===== src/hw/mppt_pkg.sv =====
// package: register map, field layout and timing constants of the register bank
package mppt_pkg;
  localparam int REG_BYTES = 7;
  localparam int REG_W = 56;
  localparam logic [7:0] CMD_BASE = 8'he0;
  localparam logic [2:0] IDX_ADC = 3'h0;
  localparam logic [2:0] IDX_MEAS = 3'h1;
  localparam logic [2:0] IDX_CTRL = 3'h3;
  // status 0 field positions
  localparam int S0_VLIM_LO = 0;
  localparam int S0_MODE_LO = 10;
  localparam int S0_ILIM_LO = 20;
  localparam int S0_SLEW_LO = 30;
  // status 1 field positions
  localparam int S1_IIN_LO = 0;
  localparam int S1_VIN_LO = 10;
  localparam int S1_IOUT_LO = 20;
  localparam int S1_VOUT_LO = 30;
  localparam int S1_TRACK_BIT = 40;
  localparam int S1_OVP_BIT = 41;
  localparam int S1_OT_BIT = 42;
  // control field positions
  localparam int C_OPEN_LOOP = 0;
  localparam int C_CLK_OE = 1;
  localparam int C_SOFT_RST = 2;
  localparam int C_BYP_MAN = 3;
  localparam int C_BYP_SEL = 4;
  localparam int C_DUTY_LO = 5;
  localparam int C_TDON_LO = 14;
  localparam int C_TDOFF_LO = 17;
  localparam int C_VLIM_LO = 20;
  localparam int C_ILIM_LO = 30;
  localparam int C_ENTRY_LO = 40;
  localparam int C_THR_BIT = 42;
  localparam int C_OVERRIDE = 46;
  localparam int MODE_THR_BIT = 9;
  localparam int MODE_ENTRY_LO = 7;
  // control reset value
  localparam logic [9:0] LIM_RST = 10'h3ff;
  localparam logic [8:0] DUTY_RST = 9'h0ff;
  localparam logic [2:0] DEAD_RST = 3'h3;
  localparam logic [55:0] CTRL_RST = {9'h000, 1'b0, 1'b0, 2'h0, 1'b0, 2'h0,
    LIM_RST, LIM_RST, DEAD_RST, DEAD_RST, DUTY_RST, 5'h00};
  // writable mask of control: reserved bits store but do nothing
  localparam logic [55:0] CTRL_MASK = 56'hffffffffffffff;
  // i2c timing at 40 MHz, 100 kHz bus
  localparam int CLK_HZ = 40000000;
  localparam int TSUDAT_NS = 250;
  localparam int TSUDAT_CYC = (TSUDAT_NS * (CLK_HZ / 1000000) + 999) / 1000;
  localparam logic [6:0] DEV_ADDR_HI = 7'h00;
  typedef struct packed {
    logic [9:0] vlim;
    logic [9:0] ilim;
    logic [9:0] mode;
    logic [9:0] slew;
  } mppt_adc_s;
  typedef struct packed {
    logic [9:0] vout;
    logic [9:0] iout;
    logic [9:0] vin;
    logic [9:0] iin;
  } mppt_meas_s;
  typedef struct packed {
    logic [9:0] vlim;
    logic [9:0] ilim;
    logic thr_sel;
    logic [1:0] entry_sel;
    logic [8:0] duty;
    logic [2:0] tdon;
    logic [2:0] tdoff;
    logic bypass_en;
    logic open_loop;
    logic soft_reset;
    logic clk_oe;
  } mppt_cfg_s;
  typedef enum logic [3:0] {
    ST_IDLE, ST_ADDR, ST_AACK, ST_CMD, ST_CACK, ST_WDAT, ST_WACK,
    ST_RDAT, ST_RACK, ST_SKIP
  } mppt_state_e;
endpackage : mppt_pkg


===== src/hw/mppt_sync.sv =====
// two-flop synchroniser bank for pin inputs
`timescale 1ns/1ps
module mppt_sync #(
  parameter int W = 1
) (
  input wire logic clock,
  input wire logic reset_n,
  input wire logic ce,
  input wire logic [W-1:0] d,
  output logic [W-1:0] q
);
  logic [W-1:0] meta_r;
  always_ff @(posedge clock or negedge reset_n) begin
    if (!reset_n) begin
      meta_r <= '0;
      q <= '0;
    end else if (ce) begin
      meta_r <= d;
      q <= meta_r;
    end
  end
endmodule : mppt_sync


===== src/hw/mppt_regbank.sv =====
// i2c register bank of the tracking buck-boost controller
//
// Summary of operation
// - voltage/current limit conversions in status zero
// - mode and slew conversions in status zero
// - status zero reserved bits and fields reset zero
// - status one shows over-temp and over-voltage pins
// - status one bit 40 mirrors tracking start
// - control bit 46 selects register over conversions
// - override bit 42 picks exit power threshold
// - override bits 41:40 pick entry setting
// - override current limit, resets to 1023
// - override voltage limit, resets to 1023
// - open-loop duty field, resets to 0xff
// - bit 4 replaces bypass pin with bit 3
// - bit 3 drives bypass directly; both reset zero
// - bit 1 enables pll clock output
// - bit 0 disables tracking, uses manual duty
// - all registers reached only over i2c
// - seven bytes per register, low byte first
// - command byte is 0xe0 plus index
`timescale 1ns/1ps
module mppt_regbank (
  input wire logic clock,
  input wire logic reset_n,
  input wire logic clk_en,
  input wire logic [2:0] addr_pins,
  input wire logic scl_in,
  input wire logic sda_in,
  output logic sda_oe_n,
  output logic sda_out,
  input wire mppt_pkg::mppt_adc_s adc_in,
  input wire mppt_pkg::mppt_meas_s meas_in,
  input wire logic overtemp_input_low,
  input wire logic overvoltage_input_low,
  input wire logic bypass_request_pin,
  input wire logic tracking_start,
  output mppt_pkg::mppt_cfg_s cfg
);
  import mppt_pkg::*;

  ////////////////////////////////////////////////////////////////////////////
  // pin synchronisation
  logic [6:0] pins_s;
  logic scl_s;
  logic sda_s;
  logic ot_s;
  logic ovp_s;
  logic byp_pin_s;
  logic [2:0] addr_s;
  mppt_sync #(.W(7)) u_sync (
    .clock(clock),
    .reset_n(reset_n),
    .ce(clk_en),
    .d({scl_in, sda_in, overtemp_input_low, overvoltage_input_low,
        bypass_request_pin, addr_pins[1:0]}),
    .q(pins_s)
  );
  assign {scl_s, sda_s, ot_s, ovp_s, byp_pin_s} = pins_s[6:2];
  logic addr2_m_r;
  logic addr2_r;
  always_ff @(posedge clock or negedge reset_n) begin
    if (!reset_n) begin
      addr2_m_r <= 1'b0;
      addr2_r <= 1'b0;
    end else if (clk_en) begin
      addr2_m_r <= addr_pins[2];
      addr2_r <= addr2_m_r;
    end
  end
  assign addr_s = {pins_s[1:0], addr2_r};

  ////////////////////////////////////////////////////////////////////////////
  // status capture; conversions and pins sampled every cycle
  logic [55:0] stat0_r;
  logic [55:0] stat1_r;
  always_ff @(posedge clock or negedge reset_n) begin
    if (!reset_n) begin
      stat0_r <= '0;
    end else if (clk_en) begin
      stat0_r <= '0;
      stat0_r[S0_VLIM_LO +: 10] <= adc_in.vlim;
      stat0_r[S0_ILIM_LO +: 10] <= adc_in.ilim;
      stat0_r[S0_MODE_LO +: 10] <= adc_in.mode;
      stat0_r[S0_SLEW_LO +: 10] <= adc_in.slew;
    end
  end
  always_ff @(posedge clock or negedge reset_n) begin
    if (!reset_n) begin
      stat1_r <= '0;
    end else if (clk_en) begin
      stat1_r <= '0;
      stat1_r[S1_OT_BIT] <= ot_s;
      stat1_r[S1_OVP_BIT] <= ovp_s;
      stat1_r[S1_TRACK_BIT] <= tracking_start;
      stat1_r[S1_VOUT_LO +: 10] <= meas_in.vout;
      stat1_r[S1_IOUT_LO +: 10] <= meas_in.iout;
      stat1_r[S1_VIN_LO +: 10] <= meas_in.vin;
      stat1_r[S1_IIN_LO +: 10] <= meas_in.iin;
    end
  end

  ////////////////////////////////////////////////////////////////////////////
  // i2c bus conditions
  logic scl_d_r;
  logic sda_d_r;
  always_ff @(posedge clock or negedge reset_n) begin
    if (!reset_n) begin
      // same level as the synchroniser reset, so no false edge follows
      scl_d_r <= 1'b0;
      sda_d_r <= 1'b0;
    end else if (clk_en) begin
      scl_d_r <= scl_s;
      sda_d_r <= sda_s;
    end
  end
  logic scl_rise;
  logic scl_fall;
  logic start_c;
  logic stop_c;
  assign scl_rise = scl_s && !scl_d_r;
  assign scl_fall = !scl_s && scl_d_r;
  assign start_c = scl_s && scl_d_r && sda_d_r && !sda_s;
  assign stop_c = scl_s && scl_d_r && !sda_d_r && sda_s;

  ////////////////////////////////////////////////////////////////////////////
  // i2c slave engine
  mppt_state_e state_r;
  mppt_state_e state_nxt;
  logic [3:0] bit_r;
  logic [7:0] sh_r;
  logic [3:0] byte_r;
  logic rw_r;
  logic nack_r;
  logic [2:0] idx_r;
  logic idx_ok_r;
  logic [55:0] wbuf_r;
  logic [55:0] rbuf_r;
  logic [55:0] ctrl_r;
  logic [7:0] rx_byte;
  logic hit_addr;
  logic cmd_ok;
  assign rx_byte = {sh_r[6:0], sda_s};
  assign hit_addr = rx_byte[7:1] == {DEV_ADDR_HI[6:3], addr_s};
  assign cmd_ok = rx_byte[7:3] == CMD_BASE[7:3] &&
    (rx_byte[2:0] == IDX_ADC || rx_byte[2:0] == IDX_MEAS ||
     rx_byte[2:0] == IDX_CTRL);

  // byte slot: eight data rises, then an ack slot spanning two falls
  logic byte_end;
  logic in_ack;
  logic ack_fall;
  logic ack_done;
  logic [3:0] byte_inc;
  logic [2:0] bit_sel;
  logic [5:0] rd_pos;
  logic rd_bit;
  assign byte_end = scl_rise && bit_r == 4'd7;
  assign in_ack = state_r == ST_AACK || state_r == ST_CACK ||
    state_r == ST_WACK || state_r == ST_RACK;
  // first fall of the ack slot drives, the second hands the line back
  assign ack_fall = scl_fall && in_ack && bit_r == 4'd8;
  assign ack_done = scl_fall && in_ack && bit_r == 4'd9;
  // saturates so a runaway master cannot wrap into a legal count
  assign byte_inc = (byte_r == 4'hf) ? byte_r : byte_r + 4'd1;

  // data states move on the eighth rise, ack states on their second fall
  always_comb begin
    state_nxt = state_r;
    if (start_c) begin
      state_nxt = ST_ADDR;
    end else if (stop_c) begin
      state_nxt = ST_IDLE;
    end else if (byte_end) begin
      unique case (state_r)
        ST_ADDR: state_nxt = hit_addr ? ST_AACK : ST_SKIP;
        ST_CMD: state_nxt = cmd_ok ? ST_CACK : ST_SKIP;
        ST_WDAT: state_nxt = ST_WACK;
        ST_RDAT: state_nxt = ST_RACK;
        default: state_nxt = state_r;
      endcase
    end else if (ack_done) begin
      unique case (state_r)
        ST_AACK: state_nxt = rw_r ? ST_RDAT : ST_CMD;
        ST_CACK: state_nxt = ST_WDAT;
        ST_WACK: state_nxt = ST_WDAT;
        // master nack ends the read
        ST_RACK: state_nxt = nack_r ? ST_SKIP : ST_RDAT;
        default: state_nxt = state_r;
      endcase
    end
  end

  always_ff @(posedge clock or negedge reset_n) begin
    if (!reset_n) begin
      state_r <= ST_IDLE;
    end else if (clk_en) begin
      state_r <= state_nxt;
    end
  end

  // bit counter and shift register
  always_ff @(posedge clock or negedge reset_n) begin
    if (!reset_n) begin
      bit_r <= 4'd0;
      sh_r <= 8'h00;
    end else if (clk_en) begin
      if (start_c || ack_done) begin
        bit_r <= 4'd0;
      end else if (scl_rise && state_r != ST_IDLE) begin
        bit_r <= (bit_r == 4'hf) ? bit_r : bit_r + 4'd1;
        sh_r <= rx_byte;
      end
    end
  end

  // address, command and byte bookkeeping
  always_ff @(posedge clock or negedge reset_n) begin
    if (!reset_n) begin
      rw_r <= 1'b0;
      idx_r <= 3'h0;
      idx_ok_r <= 1'b0;
      byte_r <= 4'd0;
      nack_r <= 1'b0;
    end else if (clk_en) begin
      if (start_c) begin
        byte_r <= 4'd0;
      end else if (byte_end && state_r == ST_ADDR) begin
        rw_r <= sda_s;
      end else if (byte_end && state_r == ST_CMD) begin
        idx_r <= rx_byte[2:0];
        idx_ok_r <= cmd_ok;
      end else if (byte_end && state_r == ST_WDAT) begin
        byte_r <= byte_inc;
      end else if (scl_rise && state_r == ST_RACK && bit_r == 4'd8) begin
        nack_r <= sda_s;
        byte_r <= byte_inc;
      end
    end
  end

  // write assembly: low byte first
  always_ff @(posedge clock or negedge reset_n) begin
    if (!reset_n) begin
      wbuf_r <= '0;
    end else if (clk_en && byte_end &&
                 state_r == ST_WDAT && byte_r < 4'(REG_BYTES)) begin
      wbuf_r[byte_r*8 +: 8] <= rx_byte;
    end
  end

  // read snapshot taken at the address ack; reads have no side effect
  always_ff @(posedge clock or negedge reset_n) begin
    if (!reset_n) begin
      rbuf_r <= '0;
    end else if (clk_en && ack_fall && state_r == ST_AACK && rw_r) begin
      unique case (idx_r)
        IDX_ADC: rbuf_r <= stat0_r;
        IDX_MEAS: rbuf_r <= stat1_r;
        IDX_CTRL: rbuf_r <= ctrl_r;
        default: rbuf_r <= '0;
      endcase
    end
  end

  ////////////////////////////////////////////////////////////////////////////
  // control register: only a full seven-byte block is committed
  always_ff @(posedge clock or negedge reset_n) begin
    if (!reset_n) begin
      ctrl_r <= CTRL_RST;
    end else if (clk_en && stop_c && state_r == ST_WDAT &&
                 idx_ok_r && idx_r == IDX_CTRL &&
                 byte_r == 4'(REG_BYTES)) begin
      ctrl_r <= wbuf_r & CTRL_MASK;
    end
  end

  ////////////////////////////////////////////////////////////////////////////
  // sda drive: ack low, read data msb first within each byte
  assign bit_sel = (state_r == ST_RDAT) ? bit_r[2:0] : 3'd0;
  assign rd_pos = {byte_r[2:0], ~bit_sel};
  // past the last byte the line is released, never read out of range
  assign rd_bit = (byte_r < 4'(REG_BYTES)) ? rbuf_r[rd_pos] : 1'b1;
  always_ff @(posedge clock or negedge reset_n) begin
    if (!reset_n) begin
      sda_oe_n <= 1'b1;
      sda_out <= 1'b0;
    end else if (clk_en) begin
      sda_out <= 1'b0;
      if (start_c || stop_c) begin
        sda_oe_n <= 1'b1;
      end else if (ack_fall) begin
        unique case (state_r)
          ST_AACK, ST_CACK: sda_oe_n <= 1'b0;
          // status indices are read-only: their data bytes are refused
          ST_WACK: sda_oe_n <= byte_r > 4'(REG_BYTES) ||
            idx_r != IDX_CTRL;
          default: sda_oe_n <= 1'b1;
        endcase
      end else if (scl_fall && state_nxt == ST_RDAT) begin
        sda_oe_n <= rd_bit;
      end else if (scl_fall) begin
        sda_oe_n <= 1'b1;
      end
    end
  end

  ////////////////////////////////////////////////////////////////////////////
  // decoded configuration towards the converter
  logic ovr;
  assign ovr = ctrl_r[C_OVERRIDE];
  always_ff @(posedge clock or negedge reset_n) begin
    if (!reset_n) begin
      cfg <= '0;
    end else if (clk_en) begin
      // override swaps the whole limit set, never a partial mix
      cfg.vlim <= ovr ? ctrl_r[C_VLIM_LO +: 10] :
        stat0_r[S0_VLIM_LO +: 10];
      cfg.ilim <= ovr ? ctrl_r[C_ILIM_LO +: 10] :
        stat0_r[S0_ILIM_LO +: 10];
      cfg.thr_sel <= ovr ? ctrl_r[C_THR_BIT] :
        stat0_r[S0_MODE_LO + MODE_THR_BIT];
      cfg.entry_sel <= ovr ? ctrl_r[C_ENTRY_LO +: 2] :
        stat0_r[S0_MODE_LO + MODE_ENTRY_LO +: 2];
      cfg.duty <= ctrl_r[C_DUTY_LO +: 9];
      cfg.tdon <= ctrl_r[C_TDON_LO +: 3];
      cfg.tdoff <= ctrl_r[C_TDOFF_LO +: 3];
      // pin is active low: low asks for bypass
      cfg.bypass_en <= ctrl_r[C_BYP_SEL] ? ctrl_r[C_BYP_MAN] :
        !byp_pin_s;
      cfg.open_loop <= ctrl_r[C_OPEN_LOOP];
      cfg.soft_reset <= ctrl_r[C_SOFT_RST];
      cfg.clk_oe <= ctrl_r[C_CLK_OE];
    end
  end
endmodule : mppt_regbank


===== config.mk =====
export PLATFORM = sky130hd
export DESIGN_NAME = mppt_regbank
export DESIGN_NICKNAME = d
export VERILOG_FILES = /design/src/hw/mppt_pkg.sv /design/src/hw/mppt_sync.sv /design/src/hw/mppt_regbank.sv
export SDC_FILE = /design/constraint.sdc
export NUM_CORES = 1
export LEC_CHECK = 0
export BUFFER_PORTS_ARGS = -buffer_cell sky130_fd_sc_hd__buf_4
export CAP_MARGIN = 20
export CELL_PAD_IN_SITES_DETAIL_PLACEMENT = 1
export CELL_PAD_IN_SITES_GLOBAL_PLACEMENT = 2
export CORE_ASPECT_RATIO = 0.6
export CORE_MARGIN = 3
export CORE_UTILIZATION = 37
export CTS_CLUSTER_DIAMETER = 150
export DETAILED_ROUTE_END_ITERATION = 10
export PLACE_DENSITY_LB_ADDON = 0.3
export SYNTH_ARGS = -nofsm -noshare
export SYNTH_HDL_FRONTEND = slang
export SYNTH_SLANG_ARGS = --single-unit

===== constraint.sdc =====
create_clock -name clock -period 2.3 [get_ports clock]
set_input_delay 0.575 -clock clock [delete_from_list [all_inputs] [get_ports clock]]
set_output_delay 0.575 -clock clock [all_outputs]
set_load 0.02 [all_outputs]

==> results.toml <==
[status]
status = "completed"

[route]
ant_nets = 0
finalWirelength_um = 46100
first_iter_violations = 779
drt-wirelength-per-cell_um = 23.1
first_pass_iters = 4
via_per_inst = 5.37
post-route-drc-count = 0
via_count = 10700

[grt]
grt_pass1_wl_um = 70100
grt_usage_pct = 21.1
antenna_found_initial = 3
grt_pass1_vias = 11300
grt_overflow_total = 0
grt_max_degree = 113

[placement]
dp_cells = 1923
io_buffer_count = 134
placed_cell_area_um2 = 17300
hpwl_um = 32300
gp_congestion = 0.887

[timing]
worst_slew_pin_slew_ps = 751
finalCritPeriodShare_pct = 97.6
finalCriticalPeriod_ps = 2240
fin_worst_skew_ps = 16.7
hold_viol = 0
fmax_mhz = 446
drv_slew = 0
fin_hold_ws_ps = 268
rsz0062_at_grt = "yes"
slew_headroom_pct = 49.9
tns_ps = 0
finalSetupViolCount = 0

[critical_path]
required_ps = 2740
critPathKind = "flip-flop to flip-flop"
critPathLaunchType = "flip-flop"
end_kind = "flip-flop"
worstPathMaxFanout = 19
cp.arrival_ps = 2680

[synth]
netlist_area_um2 = 15200
seq_area_frac_synth_pct = 55.9
yosys_warnings = 0
netlist_top_cells_area = "dfrtp_1, mux2_2, dfstp_2"
synth_enable_flop_cells = 0
syn_avg_cell_area_um2 = 12.0
synth.largest_area_cell = "dfrtp_1"
ys.flop_type = "dfrtp_1"
ys_types = 64
synthCells = 1266
synthArstFlopShare_pct = 100
ys_seq_elements = 337
syn_nets = 1364
synth_top_area_share_pct = 50.2

[layout]
final_cell_mix = "dfrtp_1, mux2_2, buf_4"
fin_area_um2 = 18800
syn_to_final_growth_pct = 24.2
register_area_um2 = 8480
fin_cells = 1998
multi_input_area_um2 = 6450
mostFrequentLayoutCell = "dfrtp_1"
postLayoutCoreUtil_pct = 47.4
final_nets = 1546
drive_gt1_share_pct = 41.3
fillers = 4136

[floorplan]
io_pins = 136
dieArea_um2 = 43500
initial_core_util_pct = 38.2
die_height_um = 163
core_area_um2 = 39700
row_count = 56
die_x_um = 267

[clock_tree]
h-tree-depth = 2
cts_made_buffers = 35
cts.sinks = 337
clock_latency_ps = 540
cts_buffer_depth = 3
cts_tree = "yes"
cts_root_buf = "clkbuf_16"
clkTransAtPathRegs_ps = 70

[worst_hold_path]
hold_class = "primary input to flip-flop"

[pwr]
powerDensity_nw_per_um2 = 889
irDropWorstVdd_mv = 0.398
p_leak_uw = 0.00839

[flow_run]
cap_violations = 0
[synthesized netlist by cell type (all sizes together) (3+ instances only)]
cell type	number
dfrtp	304
mux2	236
nand2	108
nor2	95
a21oi	82
mux2i	78
clkbuf	64
o31ai	46
dfstp	33
o21ai	31
buf	25
inv	20
and2	13
nand3	13
nand4	12
a31oi	7
and3	6
ha	6
nor2b	6
xor2	6
nand2b	5
nor3b	5
o22ai	5
a211oi	4
and4	4
o221ai	4
mux4	3
nor3	3
nor4b	3
or3	3
[cell families after synthesis]
kind of cell | synth area share (%)
AND/OR/NAND/NOR | 8.89
AO/OA/AOI/OAI | 8.25
adder cells (fa/ha/maj) | 0.495
buffers and inverters | 2.88
flip-flops | 55.9
other | 0.0247
multiplexers | 23.1
XOR/XNOR | 0.462
[metal layers]
| metal | GRT usage [%] | vias to the layer above | part of all wire [%] |
|---|---|---|---|
| li1 | - | 4875 | - |
| met1 | 32.4 | 5593 | 51 |
| met5 | 0 | - | 0 |
| met3 | 3.29 | 41 | 4.3 |
| met4 | 3.68 | 0 | 1.2 |
| met2 | 31.6 | 213 | 43 |
[area by class of cell]
type	instances	area share [%]
diodes	1	0.0133
clock buffers	49	5.41
clock inverters	15	1.06
inverters	20	0.399
multi-input cells	820	34.3
flip-flops and latches	337	45.0
well taps	522	3.47
repair buffers	234	10.4
[path summary, 6_finish.rpt]
kind | start | to | slack (ps) | cells past startpoint
worst min-delay path | meas_in[1] | stat1_r[1] | 270 | 2
min in group asynchronous | reset_n | stat1_r[11] | 550 | 2
worst max-delay path | bit_r[0] | sda_oe_n | 60 | 9
worst min register to register | rbuf_r[36] | rbuf_r[36] | 480 | 2
max in group asynchronous | reset_n | ctrl_r[15] | 980 | 3
worst max register to register | bit_r[0] | sda_oe_n | 60 | 9
[stage by stage]
step	setup slack (ps)	total power [uW]
4_1_cts	0.775	16700
5_1_grt	-37.1	17500
3_5_place_dp	-68.8	10600
6_report	56.1	16700
3_3_place_gp	-56.6	10500
2_1_floorplan	13.5	8650
[state kept, by name, summed over array words and instances (netlist names), 40 cells and up]
name     flops
cfg         42
ctrl_r      56
rbuf_r      56
stat0_r     40
stat1_r     43
wbuf_r      56
[what timing repair did]
item | 4_1_cts | 5_1_grt
cloned | 0 | 2
buffers inserted | 1 | 6
pin swaps | 3 | 15
resized for setup | 9 | 39
hold buffers | 1 | 0
setup endpoints to repair | 22 | 132
hold endpoints to repair | 38 | 0
[report_power, final]
group | total [uW] | switching (uW) | internal [uW]
Sequential | 6680 | 360 | 6320
Clock | 6040 | 2470 | 3570
Combinational | 4020 | 2380 | 1640
[worst max-delay path, stage by stage, from the launching register on]
cell,delay (ps)
dfrtp_1,360
buf_4,160
buf_4,270
and2_1,180
a211oi_2,50
or4b_1,510
nand4_1,140
nor4b_2,60
buf_4,150
o32ai_2,260
(Power assumes the default switching activity.)
